--- src/verilog/cwd_defs.svh ---
// Purpose: constants of the option word decoder
// Assumes: 16-bit option words, APB byte addresses from 14-bit word index
// Notes: index times four gives the byte address
`ifndef CWD_DEFS_SVH
`define CWD_DEFS_SVH

`define CWD_WORD_W 16
`define CWD_IDX_W 14
`define CWD_WORD1_INDEX 14'h2007
`define CWD_WORD2_INDEX 14'h2008
`define CWD_CFG_LO_INDEX 14'h2000
`define CWD_CFG_HI_INDEX 14'h3fff
`define CWD_STATUS_INDEX 14'h0000
`define CWD_ERASED 16'hffff
`define CWD_UNIMPL_MASK 16'hc000
`define CWD_DEBUG_BIT 13
`define CWD_LVP_BIT 12
`define CWD_FCM_BIT 11
`define CWD_SWITCH_BIT 10
`define CWD_BOR_HI_BIT 9
`define CWD_BOR_LO_BIT 8
`define CWD_DPROT_BIT 7
`define CWD_PPROT_BIT 6
`define CWD_ST_LOADED_BIT 0
`define CWD_ST_PROG_BIT 1

`endif

--- src/verilog/cwd_option_decode_unused_guard.sv ---
// Purpose: none
// Assumes: none
// Notes: none

--- src/verilog/cwd_pkg.sv ---
// Purpose: types of the option word decoder
// Assumes: nothing beyond the defs header
// Notes: enum order follows the two-bit brown-out encoding
`default_nettype none
package cwd_pkg;
    typedef logic [15:0] cwd_word_t;
    typedef enum logic [1:0] {BOR_OFF, BOR_SOFT, BOR_RUN_ONLY, BOR_ALWAYS} cwd_bor_e;
    typedef enum logic [1:0] {LD_FETCH, LD_CAPTURE, LD_HOLD} cwd_load_e;
    typedef enum logic [1:0] {AP_IDLE, AP_READ, AP_RESP, AP_DONE} cwd_apb_e;
endpackage : cwd_pkg
`default_nettype wire

--- src/verilog/cwd_word_store.sv ---
// Purpose: two non-volatile option words with registered read
// Assumes: powerOnResetn models the erased state of a blank part
// Notes: resetn does not touch the stored words
`include "cwd_defs.svh"
`default_nettype none
module cwd_word_store (
    input wire logic sys_clk,
    input wire logic powerOnResetn,
    input wire logic clkEn,
    input wire logic rdSel,
    input wire logic wrEn,
    input wire logic wrSel,
    input wire cwd_pkg::cwd_word_t wrData,
    output var cwd_pkg::cwd_word_t rdData
);
    import cwd_pkg::*;

    cwd_word_t words [2];

    genvar g;
    generate
        for (g = 0; g < 2; g++)
        begin : gWord
            always_ff @(posedge sys_clk or negedge powerOnResetn)
            begin
                if (!powerOnResetn)
                    words[g] <= `CWD_ERASED;
                else if (clkEn && wrEn && (wrSel == 1'(g)))
                    words[g] <= wrData;
            end
        end
    endgenerate

    always_ff @(posedge sys_clk or negedge powerOnResetn)
    begin
        if (!powerOnResetn)
            rdData <= `CWD_ERASED;
        else if (clkEn)
            rdData <= words[rdSel];
    end
endmodule : cwd_word_store
`default_nettype wire

--- src/verilog/cwd_option_decode.sv ---
// Purpose: option word one and two store access and option decode
// Assumes: APB master, sys_clk 20 MHz, synchronous pin inputs
// Notes: options latch once after each reset release
//
// Chosen here: the APB interface to the registers.
`include "cwd_defs.svh"
`default_nettype none
module cwd_option_decode (
    input wire logic sys_clk,
    input wire logic resetn,
    input wire logic powerOnResetn,
    input wire logic clkEn,
    input wire logic progModeEn,
    input wire logic psel,
    input wire logic penable,
    input wire logic pwrite,
    input wire logic [15:0] paddr,
    input wire logic [31:0] pwdata,
    output logic pready,
    output logic [31:0] prdata,
    output logic pslverr,
    output logic optionsValid,
    output logic debuggerEn,
    output logic progPinsGpio,
    output logic lowvoltProgrammingEn,
    output logic lowvoltEntryPinIo,
    output logic failsafeMonitorEn,
    output logic clockSwitchoverEn,
    output var cwd_pkg::cwd_bor_e brownoutPolicy,
    output logic brownoutRunEn,
    output logic brownoutSleepEn,
    output logic softBrownoutCtl,
    output logic dataMemProtectN,
    output logic programMemProtectN
);
    import cwd_pkg::*;

    function automatic logic cwdInCfg(input logic [13:0] idx);
        return (idx >= `CWD_CFG_LO_INDEX) && (idx <= `CWD_CFG_HI_INDEX);
    endfunction : cwdInCfg

    cwd_load_e ldState_q;
    cwd_apb_e apState_q;
    logic [13:0] reqIdx_q;
    logic reqAlign_q;
    logic reqWrite_q;
    logic reqProg_q;
    logic pready_q;
    logic [31:0] prdata_q;
    logic pslverr_q;
    logic [31:0] respData;
    logic respErr;
    logic setupTake;
    logic doneTake;
    logic reqCfg;
    logic reqWord1;
    logic reqWord2;
    logic memRdSel;
    logic memWrEn;
    cwd_word_t memRd;
    logic optionsValid_q;
    logic debuggerEn_q;
    logic progPinsGpio_q;
    logic lowvoltProgrammingEn_q;
    logic lowvoltEntryPinIo_q;
    logic failsafeMonitorEn_q;
    logic clockSwitchoverEn_q;
    cwd_bor_e brownoutPolicy_q;
    cwd_bor_e borField;
    logic brownoutRunEn_q;
    logic brownoutSleepEn_q;
    logic softBrownoutCtl_q;
    logic dataMemProtectN_q;
    logic programMemProtectN_q;

    assign reqCfg = cwdInCfg(reqIdx_q);
    assign reqWord1 = (reqIdx_q == `CWD_WORD1_INDEX);
    assign reqWord2 = (reqIdx_q == `CWD_WORD2_INDEX);
    assign setupTake = clkEn && (apState_q == AP_IDLE) && psel && (ldState_q == LD_HOLD);
    assign doneTake = clkEn && (apState_q == AP_DONE) && psel && penable && pready_q;
    assign memRdSel = (ldState_q == LD_HOLD) && reqWord2;
    assign borField = cwd_bor_e'(memRd[`CWD_BOR_HI_BIT:`CWD_BOR_LO_BIT]);

    assign memWrEn = doneTake && reqWrite_q && !pslverr_q && (reqWord1 || reqWord2);

    cwd_word_store uStore (
        .sys_clk(sys_clk),
        .powerOnResetn(powerOnResetn),
        .clkEn(clkEn),
        .rdSel(memRdSel),
        .wrEn(memWrEn),
        .wrSel(reqWord2),
        .wrData(pwdata[15:0]),
        .rdData(memRd)
    );

    always_ff @(posedge sys_clk or negedge resetn)
    begin
        if (!resetn)
            ldState_q <= LD_FETCH;
        else if (clkEn)
        begin
            case (ldState_q)
                LD_FETCH: ldState_q <= LD_CAPTURE;
                LD_CAPTURE: ldState_q <= LD_HOLD;
                LD_HOLD: ldState_q <= LD_HOLD;
                default: ldState_q <= LD_FETCH;
            endcase
        end
    end

    // request capture at setup
    always_ff @(posedge sys_clk or negedge resetn)
    begin
        if (!resetn)
        begin
            reqIdx_q <= `CWD_STATUS_INDEX;
            reqAlign_q <= 1'b1;
            reqWrite_q <= 1'b0;
            reqProg_q <= 1'b0;
        end
        else if (setupTake)
        begin
            reqIdx_q <= paddr[15:2];
            reqAlign_q <= (paddr[1:0] == 2'h0);
            reqWrite_q <= pwrite;
            reqProg_q <= progModeEn;
        end
    end

    always_ff @(posedge sys_clk or negedge resetn)
    begin
        if (!resetn)
            apState_q <= AP_IDLE;
        else if (clkEn)
        begin
            case (apState_q)
                AP_IDLE: if (setupTake) apState_q <= AP_READ;
                AP_READ: apState_q <= AP_RESP;
                AP_RESP: apState_q <= AP_DONE;
                AP_DONE: if (doneTake) apState_q <= AP_IDLE;
                default: apState_q <= AP_IDLE;
            endcase
        end
    end

    always_comb
    begin
        respData = 32'h0;
        respErr = 1'b0;
        if (!reqAlign_q)
            respErr = 1'b1;
        else if (reqIdx_q == `CWD_STATUS_INDEX)
        begin
            respData[`CWD_ST_LOADED_BIT] = optionsValid_q;
            respData[`CWD_ST_PROG_BIT] = progModeEn;
        end
        else if (reqCfg && reqProg_q)
        begin
            if (reqWord1)
                respData[15:0] = memRd | `CWD_UNIMPL_MASK;
            else if (reqWord2)
                respData[15:0] = memRd;
            else
                respData[15:0] = `CWD_ERASED;
        end
        else
            respErr = 1'b1;
    end

    always_ff @(posedge sys_clk or negedge resetn)
    begin
        if (!resetn)
        begin
            pready_q <= 1'b0;
            prdata_q <= 32'h0;
            pslverr_q <= 1'b0;
        end
        else if (clkEn)
        begin
            if (apState_q == AP_RESP)
            begin
                pready_q <= 1'b1;
                prdata_q <= reqWrite_q ? 32'h0 : respData;
                pslverr_q <= respErr;
            end
            else if (doneTake)
            begin
                pready_q <= 1'b0;
                prdata_q <= 32'h0;
                pslverr_q <= 1'b0;
            end
        end
    end

    // option latches, erased defaults in reset
    always_ff @(posedge sys_clk or negedge resetn)
    begin
        if (!resetn)
        begin
            optionsValid_q <= 1'b0;
            debuggerEn_q <= 1'b0;
            progPinsGpio_q <= 1'b1;
            lowvoltProgrammingEn_q <= 1'b1;
            lowvoltEntryPinIo_q <= 1'b0;
            failsafeMonitorEn_q <= 1'b1;
            clockSwitchoverEn_q <= 1'b1;
            brownoutPolicy_q <= BOR_ALWAYS;
            brownoutRunEn_q <= 1'b1;
            brownoutSleepEn_q <= 1'b1;
            softBrownoutCtl_q <= 1'b0;
            dataMemProtectN_q <= 1'b1;
            programMemProtectN_q <= 1'b1;
        end
        else if (clkEn && (ldState_q == LD_CAPTURE))
        begin
            optionsValid_q <= 1'b1;
            debuggerEn_q <= !memRd[`CWD_DEBUG_BIT];
            progPinsGpio_q <= memRd[`CWD_DEBUG_BIT];
            lowvoltProgrammingEn_q <= memRd[`CWD_LVP_BIT];
            lowvoltEntryPinIo_q <= !memRd[`CWD_LVP_BIT];
            failsafeMonitorEn_q <= memRd[`CWD_FCM_BIT];
            clockSwitchoverEn_q <= memRd[`CWD_SWITCH_BIT];
            brownoutPolicy_q <= borField;
            brownoutRunEn_q <= (borField == BOR_ALWAYS) || (borField == BOR_RUN_ONLY);
            brownoutSleepEn_q <= (borField == BOR_ALWAYS);
            softBrownoutCtl_q <= (borField == BOR_SOFT);
            dataMemProtectN_q <= memRd[`CWD_DPROT_BIT];
            programMemProtectN_q <= memRd[`CWD_PPROT_BIT];
        end
    end

    assign pready = pready_q;
    assign prdata = prdata_q;
    assign pslverr = pslverr_q;
    assign optionsValid = optionsValid_q;
    assign debuggerEn = debuggerEn_q;
    assign progPinsGpio = progPinsGpio_q;
    assign lowvoltProgrammingEn = lowvoltProgrammingEn_q;
    assign lowvoltEntryPinIo = lowvoltEntryPinIo_q;
    assign failsafeMonitorEn = failsafeMonitorEn_q;
    assign clockSwitchoverEn = clockSwitchoverEn_q;
    assign brownoutPolicy = brownoutPolicy_q;
    assign brownoutRunEn = brownoutRunEn_q;
    assign brownoutSleepEn = brownoutSleepEn_q;
    assign softBrownoutCtl = softBrownoutCtl_q;
    assign dataMemProtectN = dataMemProtectN_q;
    assign programMemProtectN = programMemProtectN_q;
endmodule : cwd_option_decode
`default_nettype wire

--- config.mk ---
export PLATFORM = sky130hd
export DESIGN_NAME = cwd_option_decode
export DESIGN_NICKNAME = d
export VERILOG_FILES = /design/src/verilog/cwd_option_decode_unused_guard.sv /design/src/verilog/cwd_pkg.sv /design/src/verilog/cwd_word_store.sv /design/src/verilog/cwd_option_decode.sv
export VERILOG_INCLUDE_DIRS = /design/src /design/src/verilog
export SDC_FILE = /design/constraint.sdc
export NUM_CORES = 1
export LEC_CHECK = 0
export BUFFER_PORTS_ARGS = -buffer_cell sky130_fd_sc_hd__buf_2
export CAP_MARGIN = 10
export CORE_MARGIN = 2
export CORE_UTILIZATION = 48
export CTS_CLUSTER_DIAMETER = 50
export CTS_CLUSTER_SIZE = 16
export DETAILED_ROUTE_END_ITERATION = 8
export GPL_ROUTABILITY_DRIVEN = 0
export GPL_TIMING_DRIVEN = 0
export PLACE_DENSITY = 0.75
export SYNTH_ARGS = -nofsm -noshare
export SYNTH_HDL_FRONTEND = slang
export SYNTH_HIERARCHICAL = 1
export SYNTH_SLANG_ARGS = --single-unit
--- constraint.sdc ---
create_clock -name sys_clk -period 2.7 [get_ports sys_clk]
set_clock_uncertainty 0.2 [all_clocks]
set_input_delay 0.405 -clock sys_clk [delete_from_list [all_inputs] [get_ports sys_clk]]
set_output_delay 0.405 -clock sys_clk [all_outputs]
set_load 0.02 [all_outputs]
# After elaboration in Yosys (flattened, before gate mapping)
# Cells that the tools add are included.
[word_totals]
regBits = 117
in_bits = 56
elab_cells = 94
[classes]
n_lt_le_gt_ge = 3
n_eq_ne = 12
n_mux = 22
bitwise_logic = 2
n_reduce_logical = 30
[op_table]
columns = ["op", "count"]
rows = [
  ["2-to-1 mux 16 bit", 8],
  ["2-to-1 mux 32 bit", 2],
  ["equality test 14 bit, second input constant", 2],
  ["logical AND 1 bit", 17],
  [">= comparator 14 bit, second input constant", 1],
  ["less-or-equal comparator 14 bit, second input constant", 1],
  ["logical NOT 14 bit", 1],
  ["2-to-1 mux 14 bit", 1],
  ["equality test 2 bit, second input constant", 5],
  ["one-hot mux 2 bit (4 select lines)", 1],
  ["equality test 2 x 1 -> 1 bit, second input constant", 3],
  ["logical NOT 2 bit", 3],
  ["2-to-1 mux 1 bit", 6],
  ["2-to-1 mux 2 bit", 3],
  ["inequality test 2 bit, second input constant", 2],
  ["one-hot mux 2 bit (2 select lines)", 1],
  ["logical NOT 1 bit", 3],
  ["AND reduction 3 bit", 1],
  [">= comparator 2 bit, second input constant", 1],
  ["logical OR 1 bit", 2],
  ["inverter 1 -> 2 bit", 1],
  ["AND reduction 2 bit", 1],
  ["nonzero test 2 bit", 1],
  ["OR reduction 2 bit", 1],
  ["inverter 1 bit", 1],
]

# Logic depth before layout (Yosys ltp)
[depth]
depth_word = 10
depth_mapped = 8
depth_no_buf = 6

# Cells and area by module
# Netlist, hierarchy kept.
[modules_own_cells]
columns = ["mod", "instances", "cells_each", "area_each_um2", "seq_area_each_um2"]
rows = [
  ["cwd_option_decode", 1, 214, 2411.1, 1340.0],
  ["cwd_word_store", 1, 138, 2093.3, 1261.2],
]

# Worst setup path after synthesis
# Ideal clock, no wire load.
[synth_path]
path_kind = "flip-flop to flip-flop"
startpoint = "reg reqIdx_q[1]"
endpoint = "reg uStore/words[10] (netlist name)"
setup_time_ps = 82
arrival_ps = 2420
required_ps = 2418
path_slack_ps = -3
stages_incl_launch_ff = 7
path_cell_list = "dfrtp_1 nor4b_1 o2111ai_2 nor4b_1 nand3_4 buf_6 mux2_4"
[synth_between]
elab_chain_len = 5
word_cells_on_any_way = 6
cone_classes = "2 x eq/ne; 4 x reduce/logical"
[synth_lines]
columns = ["item", "line", "source"]
rows = [
  ["from (decl)", "cwd_option_decode.sv:44", "logic [13:0] reqIdx_q;"],
  ["from (signal assigned)", "cwd_option_decode.sv:117", "reqIdx_q <= `CWD_STATUS_INDEX;"],
  ["from (signal assigned)", "cwd_option_decode.sv:124", "reqIdx_q <= paddr[15:2];"],
  ["equality test 14 bit (no line)", "n/a", ""],
  ["logical OR 1 bit (*)", "cwd_option_decode.sv:84", "assign memWrEn = doneTake && reqWrite_q && !pslverr_q && (reqWord1 || reqWord2);"],
  ["logical AND 1 bit (*)", "cwd_option_decode.sv:84", ""],
  ["named net memWrEn", "cwd_option_decode.sv:59", "logic memWrEn;"],
  ["logical AND 1 bit (*) (2 in a row)", "cwd_word_store.sv:28", "else if (clkEn && wrEn && (wrSel == 1'(g)))"],
  ["to (signal, indexed assignment)", "cwd_word_store.sv:27", "words[g] <= `CWD_ERASED;"],
  ["to (signal, indexed assignment)", "cwd_word_store.sv:29", "words[g] <= wrData;"],
  ["to (decl)", "cwd_word_store.sv:18", "cwd_word_t words [2];"],
]
# Mark *: on every way through the listed nets, which the timed path passes. The rest lies on a longest branch.
# A chain may end at the register's enable or synchronous reset.

# Worst setup path after layout
[layout_path]
startpoint = "reg reqIdx_q[13]"
endpoint = "reg uStore/words[19] (netlist name)"
# Same word-level chain as after synthesis.

==> qor.yml <==
timing:
  setup_ws_ps: 121.0
  setup_tns_ps: 0
  post-route-period-util_pct: 95.52
  max_slew_margin_pct: 35.09
  setup_viol: 0
  rsz0062_at_grt: "false"
  period_minus_slack_ps: 2579
  slew_viol_final: 0
  max_freq_mhz: 387.7
  whs_ps: 72.44
  hold_viol: 0
  worst_slew_pin_slew_ps: 973.7
final_layout:
  stdcell_count: 570
  nets: 516
  layout-drive-gt1-share_pct: 51.85
  area_delta_synth_final_pct: 18.08
  num_antenna_cells: 0
worst_hold_path:
  holdPathEnd: "reqIdx_q[7]"
  hold_class: "input pin to register"
  min_path_cells: 2
  min_from: "paddr[9]"
grt:
  grt_pass1_wl_um: 14270
  grt_overflow: 0
  grt_pass1_vias: 2890
  grt_usage_pct: 18.02
  antenna_found_initial: 0
  grt_max_degree: 54
routing:
  drc: 0
  drt-pass1-iter-count: 4
  drt_wl_total_um: 8602
  vias: 2821
  drt_iter0_drc: 130
  ant_nets: 0
  viasPerCell: 4.949
  wl_per_cell_um: 15.09
logic_synthesis:
  syn_avg_cell_area_um2: 12.80
  synth-edff-count: 0
  synth_async_sr_flop_share_pct: 100.0
  netlist_top_cells_area: "dfstp_2 34%, dfrtp_1 23%, mux2_2 9.0%"
  yosysMostFrequentCell: "dfstp_2"
  yosysWarnings: 6
  synth_cells: 352
  yosysTopAreaCell: "dfstp_2"
  ys.flop_type: "dfstp_2"
  yosysTopAreaCellShare_pct: 34.42
  synth_cell_types: 34
  netlist_area_um2: 4504
  ys_seq_elements: 101
  synth_seq_area_share_pct: 57.75
  synth_commonest_cells: "59 x dfstp_2, 42 x dfrtp_1, 36 x mux2_2"
critical_path:
  crit_type: "register to register"
  r2r-end: "uStore/words[19]"
  crit_path_max_incr_delay_ps: 480
  crit_arrival_ps: 2670
  cp-start-kind: "register"
  required_ps: 2790
  reg2regPathDepth: 7
  r2r_slack_ps: 120
  cpMaxStageDelayCell: "dfrtp_1"
  endpoint_kind: "register"
  reg2reg_from: "reqIdx_q[13]"
  crit_chain: "nor4b_1 > o2111ai_2 > nor4b_4 > buf_4 > nand3b_4 > buf_6 > mux2_4"
  cp_max_fo: 10
floorplanning:
  initial_core_util_pct: 49.21
  std_cell_rows: 35
  coreArea_um2: 9153
  fp.dieW_um: 100.9
  die_h_um: 100.9
  ios: 104
  dieArea_um2: 10170
pwr:
  p_leak_uw: 0.002547
  total_power_uw: 3898
  peakVddDrop_mv: 0.2897
  cellPowerDensity_nw_per_um2: 732.8
run:
  drv_cap: 0
place:
  dp_slack_ps: -99.81
  hpwl_um: 6334
  dp.cells: 549
  port_buffers: 71
status:
  status: "complete, no violations"
clocking:
  cts_tree: "built"
  clkTransAtPathRegs_ps: 100
  cts_buffers: 9
  clock-sinks: 101
  cts_max_path_buffers: 2
  clk_latency_ps: 360
  cts_root_buffer: "clkbuf_8"
  htreeDepth: 3
[logic make-up (layout without fill, tap and decap cells)]
logic type | Yosys count | after routing | synth area share (%)
compound gates | 46 | 46 | 5.750
fa+ha+maj | 6 | 6 | 1.667
buf+inv | 34 | 126 | 4.916
flops | 101 | 101 | 57.75
mux | 73 | 73 | 19.44
other cells | 1 | 16 | 0.08325
simple gates | 91 | 91 | 10.39
[worst max-delay path by stage]
stage,slack (ps),to,from,depth (start not counted)
global placement,-80,uStore/words[13],reqIdx_q[13],6
CTS,40,uStore/words[14],reqIdx_q[13],6
finish,120,uStore/words[19],reqIdx_q[13],7
floorplan,290,uStore/words[10],reqIdx_q[1],6
detailed placement,-100,uStore/words[7],reqIdx_q[13],6
global route,30,uStore/words[19],reqIdx_q[13],7
[where the power goes]
part | switching [µW] | internal (µW)
logic | 526 | 415
clock network | 555 | 360
registers | 197 | 1840
total | 1280 | 2620
[layer usage]
metal  global-route usage (%)  part of all wire, %  vias up
met4                    5.796                  1.9        0
met1                    23.44                   45     1356
li1                         -                    -     1388
met2                    29.95                   49       64
met3                    4.161                  4.3       13
met5                        0                    0        -
[worst max-delay path: cells and delay by family (launching register included)]
family	cells	cell delay, ps
AOI/OAI and AO/OA	1	320
and+or+nand+nor	3	810
DFF	1	480
buffers and inverters	2	390
muxes	1	300
[layout by cell type (no fill, tap or decap), types with 3 or more instances in the layout]
cell	synthesis	routed
a21oi_1	17	17
dlygate4sd3_1	0	3
inv_8	0	3
nand2_1	33	33
inv_1	4	4
clkbuf_1	4	4
conb_1	1	16
nor3_1	4	4
dfstp_2	59	59
buf_6	3	3
clkbuf_8	0	9
buf_4	17	18
o21ai_0	20	20
dfrtp_1	42	42
nand2b_1	3	3
mux2_2	36	36
nand3_1	5	5
ha_1	6	6
buf_2	6	77
nor2_1	31	30
mux2_4	20	20
mux2i_1	17	17
[sequential cells by signal, summed over array words and instances (netlist names), 2 cells and up]
| name | flops |
|---|---|
| apState_q | 2 |
| reqIdx_q | 14 |
| brownoutPolicy | 2 |
| uStore/words | 32 |
| prdata | 16 |
| ldState_q | 2 |
| uStore/rdData | 16 |
[cell type report]
class,count,area (µm²)
flip-flops and latches,101,2601
plain buffers,30,206.4
repair buffers,76,412.9
inverters,4,15.01
clock inverters,7,65.06
clock buffers,9,123.9
multi-input cells,232,1755
well taps,111,138.9
fillers,749,3834
[timing repair]
item / in CTS / in global routing
gates resized for setup: 1 / 1
hold buffers: 2 / 1
endpoints found under the setup margin: 20 / 26
endpoints found under the hold margin: 1 / 11
setup buffers: 0 / 1
pin swaps: 0 / 2
[stage by stage]
stage	utilization, %	instance area, µm²
floorplan	-	4567
global route	58.11	5319
CTS	57.68	5279
detailed placement	55.30	5061
global placement	55.30	5061
finish	58.11	5319
Power figures use the tool's default switching activity.
